## src/rtl/pip_map.svh

```systemverilog
`ifndef PIP_MAP_SVH
`define PIP_MAP_SVH

// register indices; byte address on the bus is four times the index
`define PIP_IDX_AUTH        14'h0803
`define PIP_IDX_PTR         14'h0804
`define PIP_IDX_MAP         14'h0808
`define PIP_IDX_POLICE      14'h080c
`define PIP_IDX_PERF_MONITOR_COUNT        14'h0810

// writable bits of each register
`define PIP_WR_AUTH         32'h0000_0003
`define PIP_WR_PTR          32'h0007_0003
`define PIP_WR_MAP          32'h3333_3333
`define PIP_WR_POLICE       32'h0000_0fff

// reset values
`define PIP_RST_AUTH        32'h0000_0000
`define PIP_RST_PTR         32'h0000_0000
`define PIP_RST_MAP         32'h3322_1100
`define PIP_RST_POLICE      32'h0000_0020

// field positions
`define PIP_AUTH_ACL_BIT    2
`define PIP_PTR_PORT_LSB    16
`define PIP_PTR_QUEUE_LSB   0
`define PIP_POL_EN_BIT      0
`define PIP_POL_BLIND_BIT   1
`define PIP_POL_SRP_BIT     2
`define PIP_POL_REMAP_BIT   3
`define PIP_POL_MARK_BIT    4
`define PIP_POL_NONIP_LSB   5
`define PIP_POL_PERPORT_BIT 7
`define PIP_POL_PMSEL_LSB   8
`define PIP_POL_DROPALL_BIT 10
`define PIP_POL_DROPCNT_BIT 11

`endif

```

## src/rtl/pip_pkg.sv

```systemverilog
package pip_pkg;

  // authentication mode field encoding
  typedef enum logic [1:0] {
    PIP_AUTH_RSVD,
    PIP_AUTH_BLOCK,
    PIP_AUTH_PASS,
    PIP_AUTH_TRAP
  } pip_auth_type;

  // colour code, shared by the counter select field
  typedef enum logic [1:0] {
    PIP_CLR_DROP,
    PIP_CLR_GREEN,
    PIP_CLR_YELLOW,
    PIP_CLR_RED
  } pip_color_type;

endpackage : pip_pkg

```

## src/rtl/pip_reg_if.sv

```systemverilog
`timescale 1ns/1ps
// register access between the bus slave and the register bank
interface pip_reg_if;
  logic        wr;     // one-cycle write pulse
  logic [13:0] idx;    // word index
  logic [31:0] wdata;
  logic [31:0] wmask;  // byte lanes expanded to bits
  logic [31:0] rdata;
  modport bus  (output wr, idx, wdata, wmask, input rdata);
  modport regs (input wr, idx, wdata, wmask, output rdata);
endinterface : pip_reg_if

```

## src/rtl/pip_ingress_ctrl.sv

```systemverilog
// Added by the designer: register access over Wishbone.
`timescale 1ns/1ps
`include "pip_map.svh"

// Functional notes
// [RL1] mode 01 blocks: authentication on, acl misses blocked, hits take actions
// [RL2] mode 10 passes: authentication off, acl misses forwarded, hits take actions
// [RL3] mode 11 traps: authentication on, traffic to host, acl misses blocked
// [RL4] bit 2 of authentication register reads acl enable, read only, one means on
// [RL5] pointer bits 18:16 hold the port index, reset zero
// [RL6] pointer bits 1:0 hold the queue pointer, reset zero
// [RL7] map holds eight 4-bit fields, low two bits are the queue
// [RL8] map resets to priorities 0,1->q0 2,3->q1 4,5->q2 6,7->q3
// [RL9] police bit 0 enables policing and wred, reset off
// [RL10] police bit 1 set is colour blind, clear colour aware
// [RL11] police bit 2 lets wred drop stream reservation packets
// [RL12] police bit 3 remaps dscp colour in aware mode, else dscp colour used
// [RL13] police bit 4 enables dscp colour marking
// [RL14] police bits 6:5 give non-ip frame colour, reset 01
// [RL15] police bit 7 set is per port per queue, clear uses port zero
// [RL16] police bits 9:8 choose which colour counter reads back
// [RL17] police bit 10 drops all while memory maximum threshold exceeded
// [RL18] police bit 11 makes colour counters count dropped packets only
// [RL19] rate settings apply to the pointed queue of the pointed port
// [RL20] reserved and read-only bits ignore writes and read zero or status
// [RL21] software loads port index and queue pointer before indirect access
module pip_ingress_ctrl #(
  parameter int CNT_W = 24
) (
  // clock and reset
  input  wire logic             i_clk_sys,
  input  wire logic             i_resetn,
  // wishbone classic slave
  input  wire logic             i_wb_cyc,
  input  wire logic             i_wb_stb,
  input  wire logic             i_wb_we,
  input  wire logic [15:0]      i_wb_adr,
  input  wire logic [31:0]      i_wb_dat,
  input  wire logic [3:0]       i_wb_sel,
  output logic                  o_wb_ack,
  output logic [31:0]           o_wb_dat,
  // status from the acl engine
  input  wire logic             i_acl_enable,
  // per-colour packet counters of the pointed port and queue
  input  wire logic [CNT_W-1:0] i_perf_monitor_count_drop,
  input  wire logic [CNT_W-1:0] i_perf_monitor_count_green,
  input  wire logic [CNT_W-1:0] i_perf_monitor_count_yellow,
  input  wire logic [CNT_W-1:0] i_perf_monitor_count_red,
  // ingress frame descriptor
  input  wire logic             i_frm_valid,
  input  wire logic             i_frm_acl_hit,
  input  wire logic [2:0]       i_frm_prio,
  input  wire logic             i_frm_is_ip,
  input  wire logic [1:0]       i_frm_dscp_color,
  input  wire logic [1:0]       i_frm_remap_color,
  input  wire logic             i_frm_srp,
  // frame verdict, one cycle after the descriptor
  output logic                  o_frm_valid,
  output logic                  o_frm_auth_on,
  output logic                  o_frm_forward,
  output logic                  o_frm_block,
  output logic                  o_frm_to_host,
  output logic                  o_frm_acl_action,
  output logic [1:0]            o_frm_queue,
  output logic [1:0]            o_frm_color,
  output logic                  o_frm_mark,
  output logic                  o_frm_police,
  output logic                  o_frm_wred_drop_ok,
  // policing configuration to the meter and wred engines
  output logic                  o_police_en,
  output logic                  o_color_blind,
  output logic                  o_drop_all,
  output logic                  o_count_dropped_only,
  output logic [1:0]            o_perf_monitor_count_select,
  output logic [2:0]            o_rate_port,
  output logic [1:0]            o_rate_queue
);

  // merge a masked write into a register, keeping read-only bits
  function automatic logic [31:0] merge(input logic [31:0] old,
                                        input logic [31:0] wd,
                                        input logic [31:0] lanes,
                                        input logic [31:0] wrable);
    logic [31:0] m;
    m = lanes & wrable;
    merge = (old & ~m) | (wd & m);
  endfunction : merge

  pip_reg_if rif ();

  pip_wb_slave u_bus (
    .i_clk_sys (i_clk_sys),
    .i_resetn  (i_resetn),
    .i_wb_cyc  (i_wb_cyc),
    .i_wb_stb  (i_wb_stb),
    .i_wb_we   (i_wb_we),
    .i_wb_adr  (i_wb_adr),
    .i_wb_dat  (i_wb_dat),
    .i_wb_sel  (i_wb_sel),
    .o_wb_ack  (o_wb_ack),
    .o_wb_dat  (o_wb_dat),
    .rif       (rif)
  );

  // stored registers
  logic [31:0] auth_q;
  logic [31:0] ptr_q;
  logic [31:0] map_q;
  logic [31:0] police_q;
  logic        acl_en_q;

  // address decode
  wire hit_auth   = (rif.idx == `PIP_IDX_AUTH);
  wire hit_ptr    = (rif.idx == `PIP_IDX_PTR);
  wire hit_map    = (rif.idx == `PIP_IDX_MAP);
  wire hit_police = (rif.idx == `PIP_IDX_POLICE);
  wire hit_perf_monitor_count   = (rif.idx == `PIP_IDX_PERF_MONITOR_COUNT);

  // next register values; only writable bits take the data
  wire [31:0] auth_d   = merge(auth_q, rif.wdata, rif.wmask,
                               `PIP_WR_AUTH);           // [RL20]
  wire [31:0] ptr_d    = merge(ptr_q, rif.wdata, rif.wmask,
                               `PIP_WR_PTR);            // [RL5] [RL6] [RL20]
  wire [31:0] map_d    = merge(map_q, rif.wdata, rif.wmask,
                               `PIP_WR_MAP);            // [RL7] [RL20]
  wire [31:0] police_d = merge(police_q, rif.wdata, rif.wmask,
                               `PIP_WR_POLICE);         // [RL20]

  // configuration fields
  wire pip_pkg::pip_auth_type auth_mode =
    pip_pkg::pip_auth_type'(auth_q[1:0]);
  wire [2:0] port_idx  = ptr_q[`PIP_PTR_PORT_LSB +: 3];          // [RL5]
  wire [1:0] queue_ptr = ptr_q[`PIP_PTR_QUEUE_LSB +: 2];         // [RL6]
  wire       pol_en    = police_q[`PIP_POL_EN_BIT];              // [RL9]
  wire       pol_blind = police_q[`PIP_POL_BLIND_BIT];           // [RL10]
  wire       pol_srp   = police_q[`PIP_POL_SRP_BIT];             // [RL11]
  wire       pol_remap = police_q[`PIP_POL_REMAP_BIT];           // [RL12]
  wire       pol_mark  = police_q[`PIP_POL_MARK_BIT];            // [RL13]
  wire [1:0] pol_nonip = police_q[`PIP_POL_NONIP_LSB +: 2];      // [RL14]
  wire       pol_pport = police_q[`PIP_POL_PERPORT_BIT];         // [RL15]
  wire [1:0] pol_pmsel = police_q[`PIP_POL_PMSEL_LSB +: 2];      // [RL16]
  wire       pol_dall  = police_q[`PIP_POL_DROPALL_BIT];         // [RL17]
  wire       pol_dcnt  = police_q[`PIP_POL_DROPCNT_BIT];         // [RL18]

  // counter chosen by the colour counter select field, police bits 9:8
  logic [CNT_W-1:0] perf_monitor_count_sel;
  always_comb begin
    case (pip_pkg::pip_color_type'(pol_pmsel))
      pip_pkg::PIP_CLR_RED:    perf_monitor_count_sel = i_perf_monitor_count_red;       // [RL16]
      pip_pkg::PIP_CLR_YELLOW: perf_monitor_count_sel = i_perf_monitor_count_yellow;    // [RL16]
      pip_pkg::PIP_CLR_GREEN:  perf_monitor_count_sel = i_perf_monitor_count_green;     // [RL16]
      default:                 perf_monitor_count_sel = i_perf_monitor_count_drop;      // [RL16]
    endcase
  end

  // authentication register shows live acl status in bit 2
  wire [31:0] auth_rd = {auth_q[31:3], acl_en_q, auth_q[1:0]};  // [RL4]

  // read mux; unmapped indices read zero
  assign rif.rdata = hit_auth   ? auth_rd :
                     hit_ptr    ? ptr_q :
                     hit_map    ? map_q :
                     hit_police ? police_q :
                     hit_perf_monitor_count   ? 32'(perf_monitor_count_sel) :
                                  32'h0000_0000;

  // register bank
  always_ff @(posedge i_clk_sys or negedge i_resetn) begin
    if (!i_resetn) begin
      auth_q   <= `PIP_RST_AUTH;
      ptr_q    <= `PIP_RST_PTR;
      map_q    <= `PIP_RST_MAP;                          // [RL8]
      police_q <= `PIP_RST_POLICE;                       // [RL9] [RL14]
      acl_en_q <= 1'b0;                                  // [RL4]
    end else begin
      acl_en_q <= i_acl_enable;                          // [RL4]
      if (rif.wr && hit_auth)   auth_q   <= auth_d;
      if (rif.wr && hit_ptr)    ptr_q    <= ptr_d;
      if (rif.wr && hit_map)    map_q    <= map_d;
      if (rif.wr && hit_police) police_q <= police_d;
    end
  end

  // authentication and acl verdict for the incoming frame
  logic v_auth_on;
  logic v_block;
  logic v_forward;
  logic v_to_host;
  logic v_acl_action;

  pip_auth_decode u_auth (
    .i_mode       (auth_mode),
    .i_acl_en     (acl_en_q),
    .i_acl_hit    (i_frm_acl_hit),
    .o_auth_on    (v_auth_on),
    .o_block      (v_block),
    .o_forward    (v_forward),
    .o_to_host    (v_to_host),
    .o_acl_action (v_acl_action)
  );

  // egress queue from the priority map
  wire [4:0] map_lsb = {i_frm_prio, 2'b00};
  wire [1:0] queue_d = map_q[map_lsb +: 2];              // [RL7]

  // colour: blind or disabled policing starts green
  wire [1:0] ip_color = pol_remap ? i_frm_remap_color    // [RL12]
                                  : i_frm_dscp_color;
  wire [1:0] aware_c  = i_frm_is_ip ? ip_color
                                    : pol_nonip;         // [RL14]
  wire [1:0] color_d  = (pol_en && !pol_blind)           // [RL10]
                      ? aware_c : 2'(pip_pkg::PIP_CLR_GREEN);

  // with policing on, wred may drop unless the frame is srp and srp drops are off
  wire drop_ok_d = pol_en & (~i_frm_srp | pol_srp);      // [RL11]

  // rate entry: port zero holds aggregate rates when not per port
  wire [2:0] rate_port_d = pol_pport ? port_idx : 3'h0;  // [RL15] [RL19]

  // frame verdict stage
  always_ff @(posedge i_clk_sys or negedge i_resetn) begin
    if (!i_resetn) begin
      o_frm_valid        <= 1'b0;
      o_frm_auth_on      <= 1'b0;
      o_frm_forward      <= 1'b0;
      o_frm_block        <= 1'b0;
      o_frm_to_host      <= 1'b0;
      o_frm_acl_action   <= 1'b0;
      o_frm_queue        <= 2'h0;
      o_frm_color        <= 2'h0;
      o_frm_mark         <= 1'b0;
      o_frm_police       <= 1'b0;
      o_frm_wred_drop_ok <= 1'b0;
    end else begin
      o_frm_valid        <= i_frm_valid;
      o_frm_auth_on      <= v_auth_on;                   // [RL1] [RL2] [RL3]
      o_frm_forward      <= v_forward;                   // [RL2]
      o_frm_block        <= v_block;                     // [RL1] [RL3]
      o_frm_to_host      <= v_to_host;                   // [RL3]
      o_frm_acl_action   <= v_acl_action;
      o_frm_queue        <= queue_d;                     // [RL7]
      o_frm_color        <= color_d;
      o_frm_mark         <= pol_mark & i_frm_is_ip;      // [RL13]
      o_frm_police       <= pol_en;                      // [RL9]
      o_frm_wred_drop_ok <= drop_ok_d;                   // [RL11]
    end
  end

  // configuration to the meter, wred and counter engines
  always_ff @(posedge i_clk_sys or negedge i_resetn) begin
    if (!i_resetn) begin
      o_police_en          <= 1'b0;
      o_color_blind        <= 1'b0;
      o_drop_all           <= 1'b0;
      o_count_dropped_only <= 1'b0;
      o_perf_monitor_count_select        <= 2'h0;
      o_rate_port          <= 3'h0;
      o_rate_queue         <= 2'h0;
    end else begin
      o_police_en          <= pol_en;                    // [RL9]
      o_color_blind        <= pol_blind;                 // [RL10]
      o_drop_all           <= pol_dall;                  // [RL17]
      o_count_dropped_only <= pol_dcnt;                  // [RL18]
      o_perf_monitor_count_select        <= pol_pmsel;                 // [RL16]
      o_rate_port          <= rate_port_d;               // [RL19]
      o_rate_queue         <= queue_ptr;                 // [RL19] [RL21]
    end
  end

endmodule : pip_ingress_ctrl

```

## src/rtl/pip_wb_slave.sv

```systemverilog
`timescale 1ns/1ps
module pip_wb_slave (
  // clock and reset
  input  wire logic        i_clk_sys,
  input  wire logic        i_resetn,
  // wishbone classic slave
  input  wire logic        i_wb_cyc,
  input  wire logic        i_wb_stb,
  input  wire logic        i_wb_we,
  input  wire logic [15:0] i_wb_adr,
  input  wire logic [31:0] i_wb_dat,
  input  wire logic [3:0]  i_wb_sel,
  output logic             o_wb_ack,
  output logic [31:0]      o_wb_dat,
  // register side
  pip_reg_if.bus           rif
);

  // expand byte enables into a bit mask
  function automatic logic [31:0] lane_mask(input logic [3:0] sel);
    lane_mask = {{8{sel[3]}}, {8{sel[2]}}, {8{sel[1]}}, {8{sel[0]}}};
  endfunction : lane_mask

  logic        ack_q;
  logic [31:0] dat_q;
  wire         req   = i_wb_cyc & i_wb_stb;
  wire         first = req & ~ack_q;

  // write lands on the edge where the master sees ack
  assign rif.wr    = req & i_wb_we & ack_q;
  assign rif.idx   = i_wb_adr[15:2];
  assign rif.wdata = i_wb_dat;
  assign rif.wmask = lane_mask(i_wb_sel);
  assign o_wb_ack  = ack_q;
  assign o_wb_dat  = dat_q;

  // ack one cycle after request, dropped the cycle after
  always_ff @(posedge i_clk_sys or negedge i_resetn) begin
    if (!i_resetn) begin
      ack_q <= 1'b0;
      dat_q <= 32'h0000_0000;
    end else begin
      ack_q <= first;
      if (first) dat_q <= i_wb_we ? 32'h0000_0000 : rif.rdata;
    end
  end

endmodule : pip_wb_slave

```

## src/rtl/pip_auth_decode.sv

```systemverilog
`timescale 1ns/1ps
module pip_auth_decode (
  // configuration and status
  input  wire pip_pkg::pip_auth_type i_mode,
  input  wire logic                  i_acl_en,
  // frame lookup result
  input  wire logic                  i_acl_hit,
  // verdict
  output logic                       o_auth_on,
  output logic                       o_block,
  output logic                       o_forward,
  output logic                       o_to_host,
  output logic                       o_acl_action
);

  wire is_block = (i_mode == pip_pkg::PIP_AUTH_BLOCK);
  wire is_trap  = (i_mode == pip_pkg::PIP_AUTH_TRAP);
  wire miss     = i_acl_en & ~i_acl_hit;

  // block and trap keep authentication on, pass turns it off
  assign o_auth_on    = is_block | is_trap;                // [RL1] [RL2] [RL3]
  // an acl hit carries the acl action only while the acl is enabled
  assign o_acl_action = i_acl_en & i_acl_hit;              // [RL1] [RL2] [RL3]
  // a miss blocks in block/trap, forwards in pass
  assign o_block      = (miss & o_auth_on)                 // [RL1] [RL3]
                      | (~i_acl_en & is_block);            // [RL1]
  assign o_forward    = ~o_block;                          // [RL2]
  // trap sends all admitted traffic to the host port
  assign o_to_host    = is_trap & ~o_block;                // [RL3]

endmodule : pip_auth_decode

```

## config.mk

```make
export PLATFORM = sky130hd
export DESIGN_NAME = pip_ingress_ctrl
export DESIGN_NICKNAME = d
export VERILOG_FILES = /design/src/rtl/pip_pkg.sv /design/src/rtl/pip_reg_if.sv /design/src/rtl/pip_ingress_ctrl.sv /design/src/rtl/pip_wb_slave.sv /design/src/rtl/pip_auth_decode.sv
export VERILOG_INCLUDE_DIRS = /design/src /design/src/rtl
export SDC_FILE = /design/constraint.sdc
export NUM_CORES = 1
export LEC_CHECK = 0
export BUFFER_PORTS_ARGS = -buffer_cell sky130_fd_sc_hd__buf_2
export CAP_MARGIN = 10
export CORE_MARGIN = 2
export CORE_UTILIZATION = 27
export CTS_CLUSTER_DIAMETER = 100
export CTS_CLUSTER_SIZE = 16
export DETAILED_ROUTE_END_ITERATION = 8
export PLACE_DENSITY = 0.53
export SLEW_MARGIN = 20
export SYNTH_ARGS = -nofsm -noshare
export SYNTH_HDL_FRONTEND = slang
export SYNTH_SLANG_ARGS = --single-unit
```

## constraint.sdc

```tcl
create_clock -name i_clk_sys -period 2.5 [get_ports i_clk_sys]
set_input_delay 0.375 -clock i_clk_sys [delete_from_list [all_inputs] [get_ports i_clk_sys]]
set_output_delay 0.375 -clock i_clk_sys [all_outputs]
set_load 0.02 [all_outputs]
```

-- Yosys cells after proc, flatten, opt, wreduce, memory -nomap -nowiden
Index checks and enable logic that the tools add are counted.
- output and inout bits: 57
- bits in registers: 185
- shift operators: 1
- reduce and logical (&&, ||, !) cells: 6
- muxes and demuxes: 11
- bitwise operators: 35
- equal/unequal tests: 10
- operators by type and width (operator ; number):
    $mux 32 ; 5
    $and 32x32->32 ; 4
    $or 32x32->32 ; 4
    $pmux 24 s3 ; 1
    $eq 14x12->1 const B ; 5
    $and 32x12->32 ; 1
    $and 32x19->32 ; 1
    $and 32x2->32 ; 1
    $and 32x30->32 ; 1
    $not 12->32 ; 1
    $not 19->32 ; 1
    $not 2->32 ; 1
    $not 30->32 ; 1
    $shiftx 32x6->2 ; 1
    $mux 24 ; 1
    $and 1x1->1 ; 11
    $eq 2x2->1 const B ; 3
    $mux 2 ; 3
    $logic_and 1x1->1 ; 5
    $not 1->1 ; 5
    $eq 2x1->1 const B ; 2
    $mux 3 ; 1
    $or 1x1->1 ; 3
    $logic_not 1->1 ; 1

-- Logic depth before layout (Yosys ltp)
- depth after elaboration: 8
- gate-level depth with buffers: 6
- mapped depth without buffers: 4

-- Modules after synthesis
Synthesis repeated with hierarchy kept, for this count alone.
- cells, all modules: 491
- area, all modules: 5835.6 um2
- modules (own cells, without submodules) (module ; instances ; sequential area each (um2) ; cells each ; area an instance (um2)):
    pip_ingress_ctrl ; 1 ; 1487.7 ; 298 ; 3611.0
    pip_wb_slave ; 1 ; 825.8 ; 184 ; 2183.3
    pip_auth_decode ; 1 ; 0.0 ; 9 ; 41.3

-- Least setup slack after synthesis
No wires, ideal clock.
- path kind: input-to-reg
- from: input port i_wb_adr[7]
- to: register with a tool-made name
- path buffers: 2
- path slack: 597 ps
- data required time: 2375 ps
- stages on the path: 6
- arrival time: 1778 ps
- cell sequence: or4_1 -> buf_6 -> nor2_8 -> and3_2 -> buf_6 -> mux2_2
- RTL lines (what ; RTL line ; text):
    from (decl) ; pip_ingress_ctrl.sv:37 ; input wire logic [15:0] i_wb_adr,

==> reports/qor_table.md <==
| Parameter | This run | Unit |
| --- | --- | --- |
| Result of the run | complete, no violations | - |
| DIE AREA | 17680 | um^2 |
| Die height | 133.0 | um |
| Leakage | 3.047 | nW |
| Post-DRT Antenna Nets | 0 | - |
| CP max stage delay | 0.55 | ns |
| Antenna violations before repair | 1 | - |
| Type of element capturing the critical path | register | - |
| Synth Register Bits | 88 | - |
| Antenna diode count | 0 | - |
| Internal | 2.240 | mW |
| Final Net Count | 709 | - |
| Synth top area cells | dfrtp_1 44%, mux4_2 14%, mux2_2 9.3%, dfstp_2 5.3%, a22o_1 2.5% | - |
| Worst setup margin | 0.5335 | ns |
| Estimated wirelength of the detail-placed design | 11920 | um |
| Maximum number of pins on one net before global-route repair | 48 | - |
| Number of buffers inserted to repair setup after CTS | 0 | - |
| Core outline area | 16410 | um^2 |
| Post-Syn Area per Cell | 13.49 | um^2 |
| Number of setup violations in the final report | 0 | - |
| Pre-CTS setup slack | 0.2847 | ns |
| Share of power burned in the clock network | 41.4 | % |
| Clock tree root buffer cell | clkbuf_16 | - |
| IR Drop Worst-Case VDD | 0.0003219 | V |
| Asr flop ratio synth | 100.0 | % |
| Post-synth top flop | dfrtp_1 | - |
| Max-slew headroom | 60.89 | % |
| Mean routed wirelength per cell | 19.08 | um |
| Count of non-filler cells in the finished layout | 769 | - |
| Clock tree from TritonCTS | done | - |
| Worst Setup Path Type | reg -> reg | - |
| Pre-Repair DR Iteration Count | 4 | - |
| Setup repair after global routing missed its margin | false | - |
| Classification of the worst-slack hold path | in -> async | - |
| Switching power total | 677.6 | uW |
| Vias in the first global route | 4082 | - |
| Worst-Skew Late Latency | 0.34 | ns |
| Count of synthesis-stage warnings from yosys | 0 | - |
| Commonest non-fill, non-tap cells in the layout | 205 x buf_2, 79 x dfrtp_1, 37 x mux2_2, 28 x mux4_2, 17 x buf_4 | - |
| Arrival time of the worst setup path | 2.19 | ns |
| Setup Total Neg Slack | 0 | ns |
| Routability-driven placement congestion ratio | 0.8076 | - |
| Power share of the combinational group | 9.6 | % |
| Combined global-route utilization of all metal layers | 16.89 | % |
| Layout cell share with drive strength beyond 1 | 59.02 | % |
| Final hold violation count | 0 | - |
| Post-route minimum period | 1.967 | ns |
| Number of distinct library cell variants in the gate-level netlist after synthesis | 61 | - |
| Synth-to-Final Area Change | 34.71 | % |
| Clock buffer count from CTS | 9 | - |
| Flop-to-flop setup slack | 0.53 | ns |
| Number of buffers on the longest clock path | 2 | - |
| Largest delay contributor family on the critical path | multiplexers | - |
| Post-synth top area share | 44.01 | % |
| Commonest non-fill, non-tap cell in the layout | buf_2 | - |
| Data required time of the worst path | 2.72 | ns |
| Number of pins with negative max-slew slack in the final report | 0 | - |
| Startpoint type of the worst setup path | register | - |
| Width of the die | 133.0 | um |
| H-tree levels | 3 | - |
| DRC Markers | 0 | - |
| Gate Count Post-Synth | 333 | - |
| Maximum fanout along the worst path | 11 | - |
| Sequential share of power | 49.0 | % |
| Routed Wire Length | 14670 | um |
| Sequential cell area fraction in the yosys report | 49.28 | % |
| Cell type with the largest total area after synthesis | dfrtp_1 | - |
| Skew final | 0.007950 | ns |
| Per-cell via count in the routed design | 4.845 | - |
| Slowest-stage cell, CP | mux4_2 | - |
| Post-route fraction of the period consumed by the critical path | 78.66 | % |
| Netlist area before placement | 4492 | um^2 |
| Number of top-level pins | 222 | - |
| Reg clk slew, reported paths | 0.06 | ns |
| Proportion of total power due to net switching | 23.23 | % |
| Cell breakdown of the critical path | buf_4 -> mux4_2 -> and3_1 -> a221o_1 | - |
| FP Rows | 47 | - |
| Detailed-route via count | 3726 | - |
| Number of enable flip-flop cells after synthesis | 0 | - |
| Transition time at the pin with the least slew margin | 0.5867 | ns |
| Maximum clock frequency | 508.5 | MHz |
| Count of input and output buffers | 206 | - |
| Cell count after placement | 753 | - |
| Hold buffer count at CTS | 0 | - |
| Sinks on the clock net | 88 | - |
| Max Cap Violations | 0 | - |
| Post-CTS sizing | 0 | - |
| Initial Utilization | 27.38 | % |
| Power density normalized to cell area | 482.2 | nW/um^2 |
| Buffers and inverters on the worst path | 1 | - |
| Wire length of the first global-routing pass | 22720 | um |
| Iteration-0 DRC count of the detailed router | 185 | - |
| Remaining global-route overflow | 0 | - |
cells by family after synthesis:
family | after synthesis | synth area share (%)
flops | 88 | 49.28
simple gates | 82 | 12.06
mux | 67 | 23.76
compound gates | 60 | 10.61
buf+inv | 35 | 4.206
other cells | 1 | 0.08349
worst paths after layout:
check                       startpoint                    endpoint  depth (start not counted)
setup / recovery              register          u_bus.o_wb_dat[21]                          4
max in group asynchronous     i_resetn  asynchronous set/reset pin                          2
hold / removal                i_resetn               o_frm_auth_on                          1
min in group i_clk_sys     i_frm_valid                 o_frm_valid                          1
hold reg to reg               register             o_rate_queue[1]                          0
setup reg to reg              register          u_bus.o_wb_dat[21]                          4
layer usage:
layer	track usage, %	routed length (um)	vias to the layer above
met1	22.44	6542	1870
met4	5.078	187	2
met3	3.870	892	16
li1	-	-	1694
met2	27.55	7035	144
met5	0	13	-
layout make-up:
| cell class | count | area (um^2) |
|---|---|---|
| Multi-Input combinational cell | 213 | 2101 |
| Inverter | 9 | 33.78 |
| Fill cell | 1659 | 10360 |
| Timing Repair Buffer | 223 | 1174 |
| Sequential cell | 88 | 2213 |
| Tap cell | 220 | 275.3 |
| Clock inverter | 2 | 10.01 |
| Clock buffer | 14 | 244.0 |
worst reg2reg max path, cell delays in order (launching register included):
cell,delay (ns)
dfrtp_1,0.51
buf_4,0.30
mux4_2,0.56
and3_1,0.22
a221o_1,0.26
cells in the mapped netlist (9+ instances only):
library cell  count
nand2_1          16
mux2_2           37
inv_1             9
dfrtp_1          79
and3_1           12
dfstp_2           9
a22o_1           13
mux4_2           28
nor2_1           11
per-stage QoR:
step	hold slack (ns)	cell area [um^2]	utilization, %	power (mW)
after floorplan	0.07941	4503	-	1.547
after global placement	0.3853	5797	35.33	1.733
after detailed placement	0.3822	5797	35.33	1.739
after CTS	0.04282	6051	36.88	2.961
after global routing	0.07183	6051	36.88	3.037
final	0.02864	6051	36.88	2.918
power by group through the flow:
stage,Clock (mW),Combinational (mW),Sequential (mW)
floorplan,0,0.0873,1.46
global placement,0,0.277,1.46
detailed placement,0,0.283,1.46
CTS,1.25,0.284,1.43
global route,1.30,0.306,1.43
finish,1.21,0.280,1.43
Power figures use the tool's default switching activity.
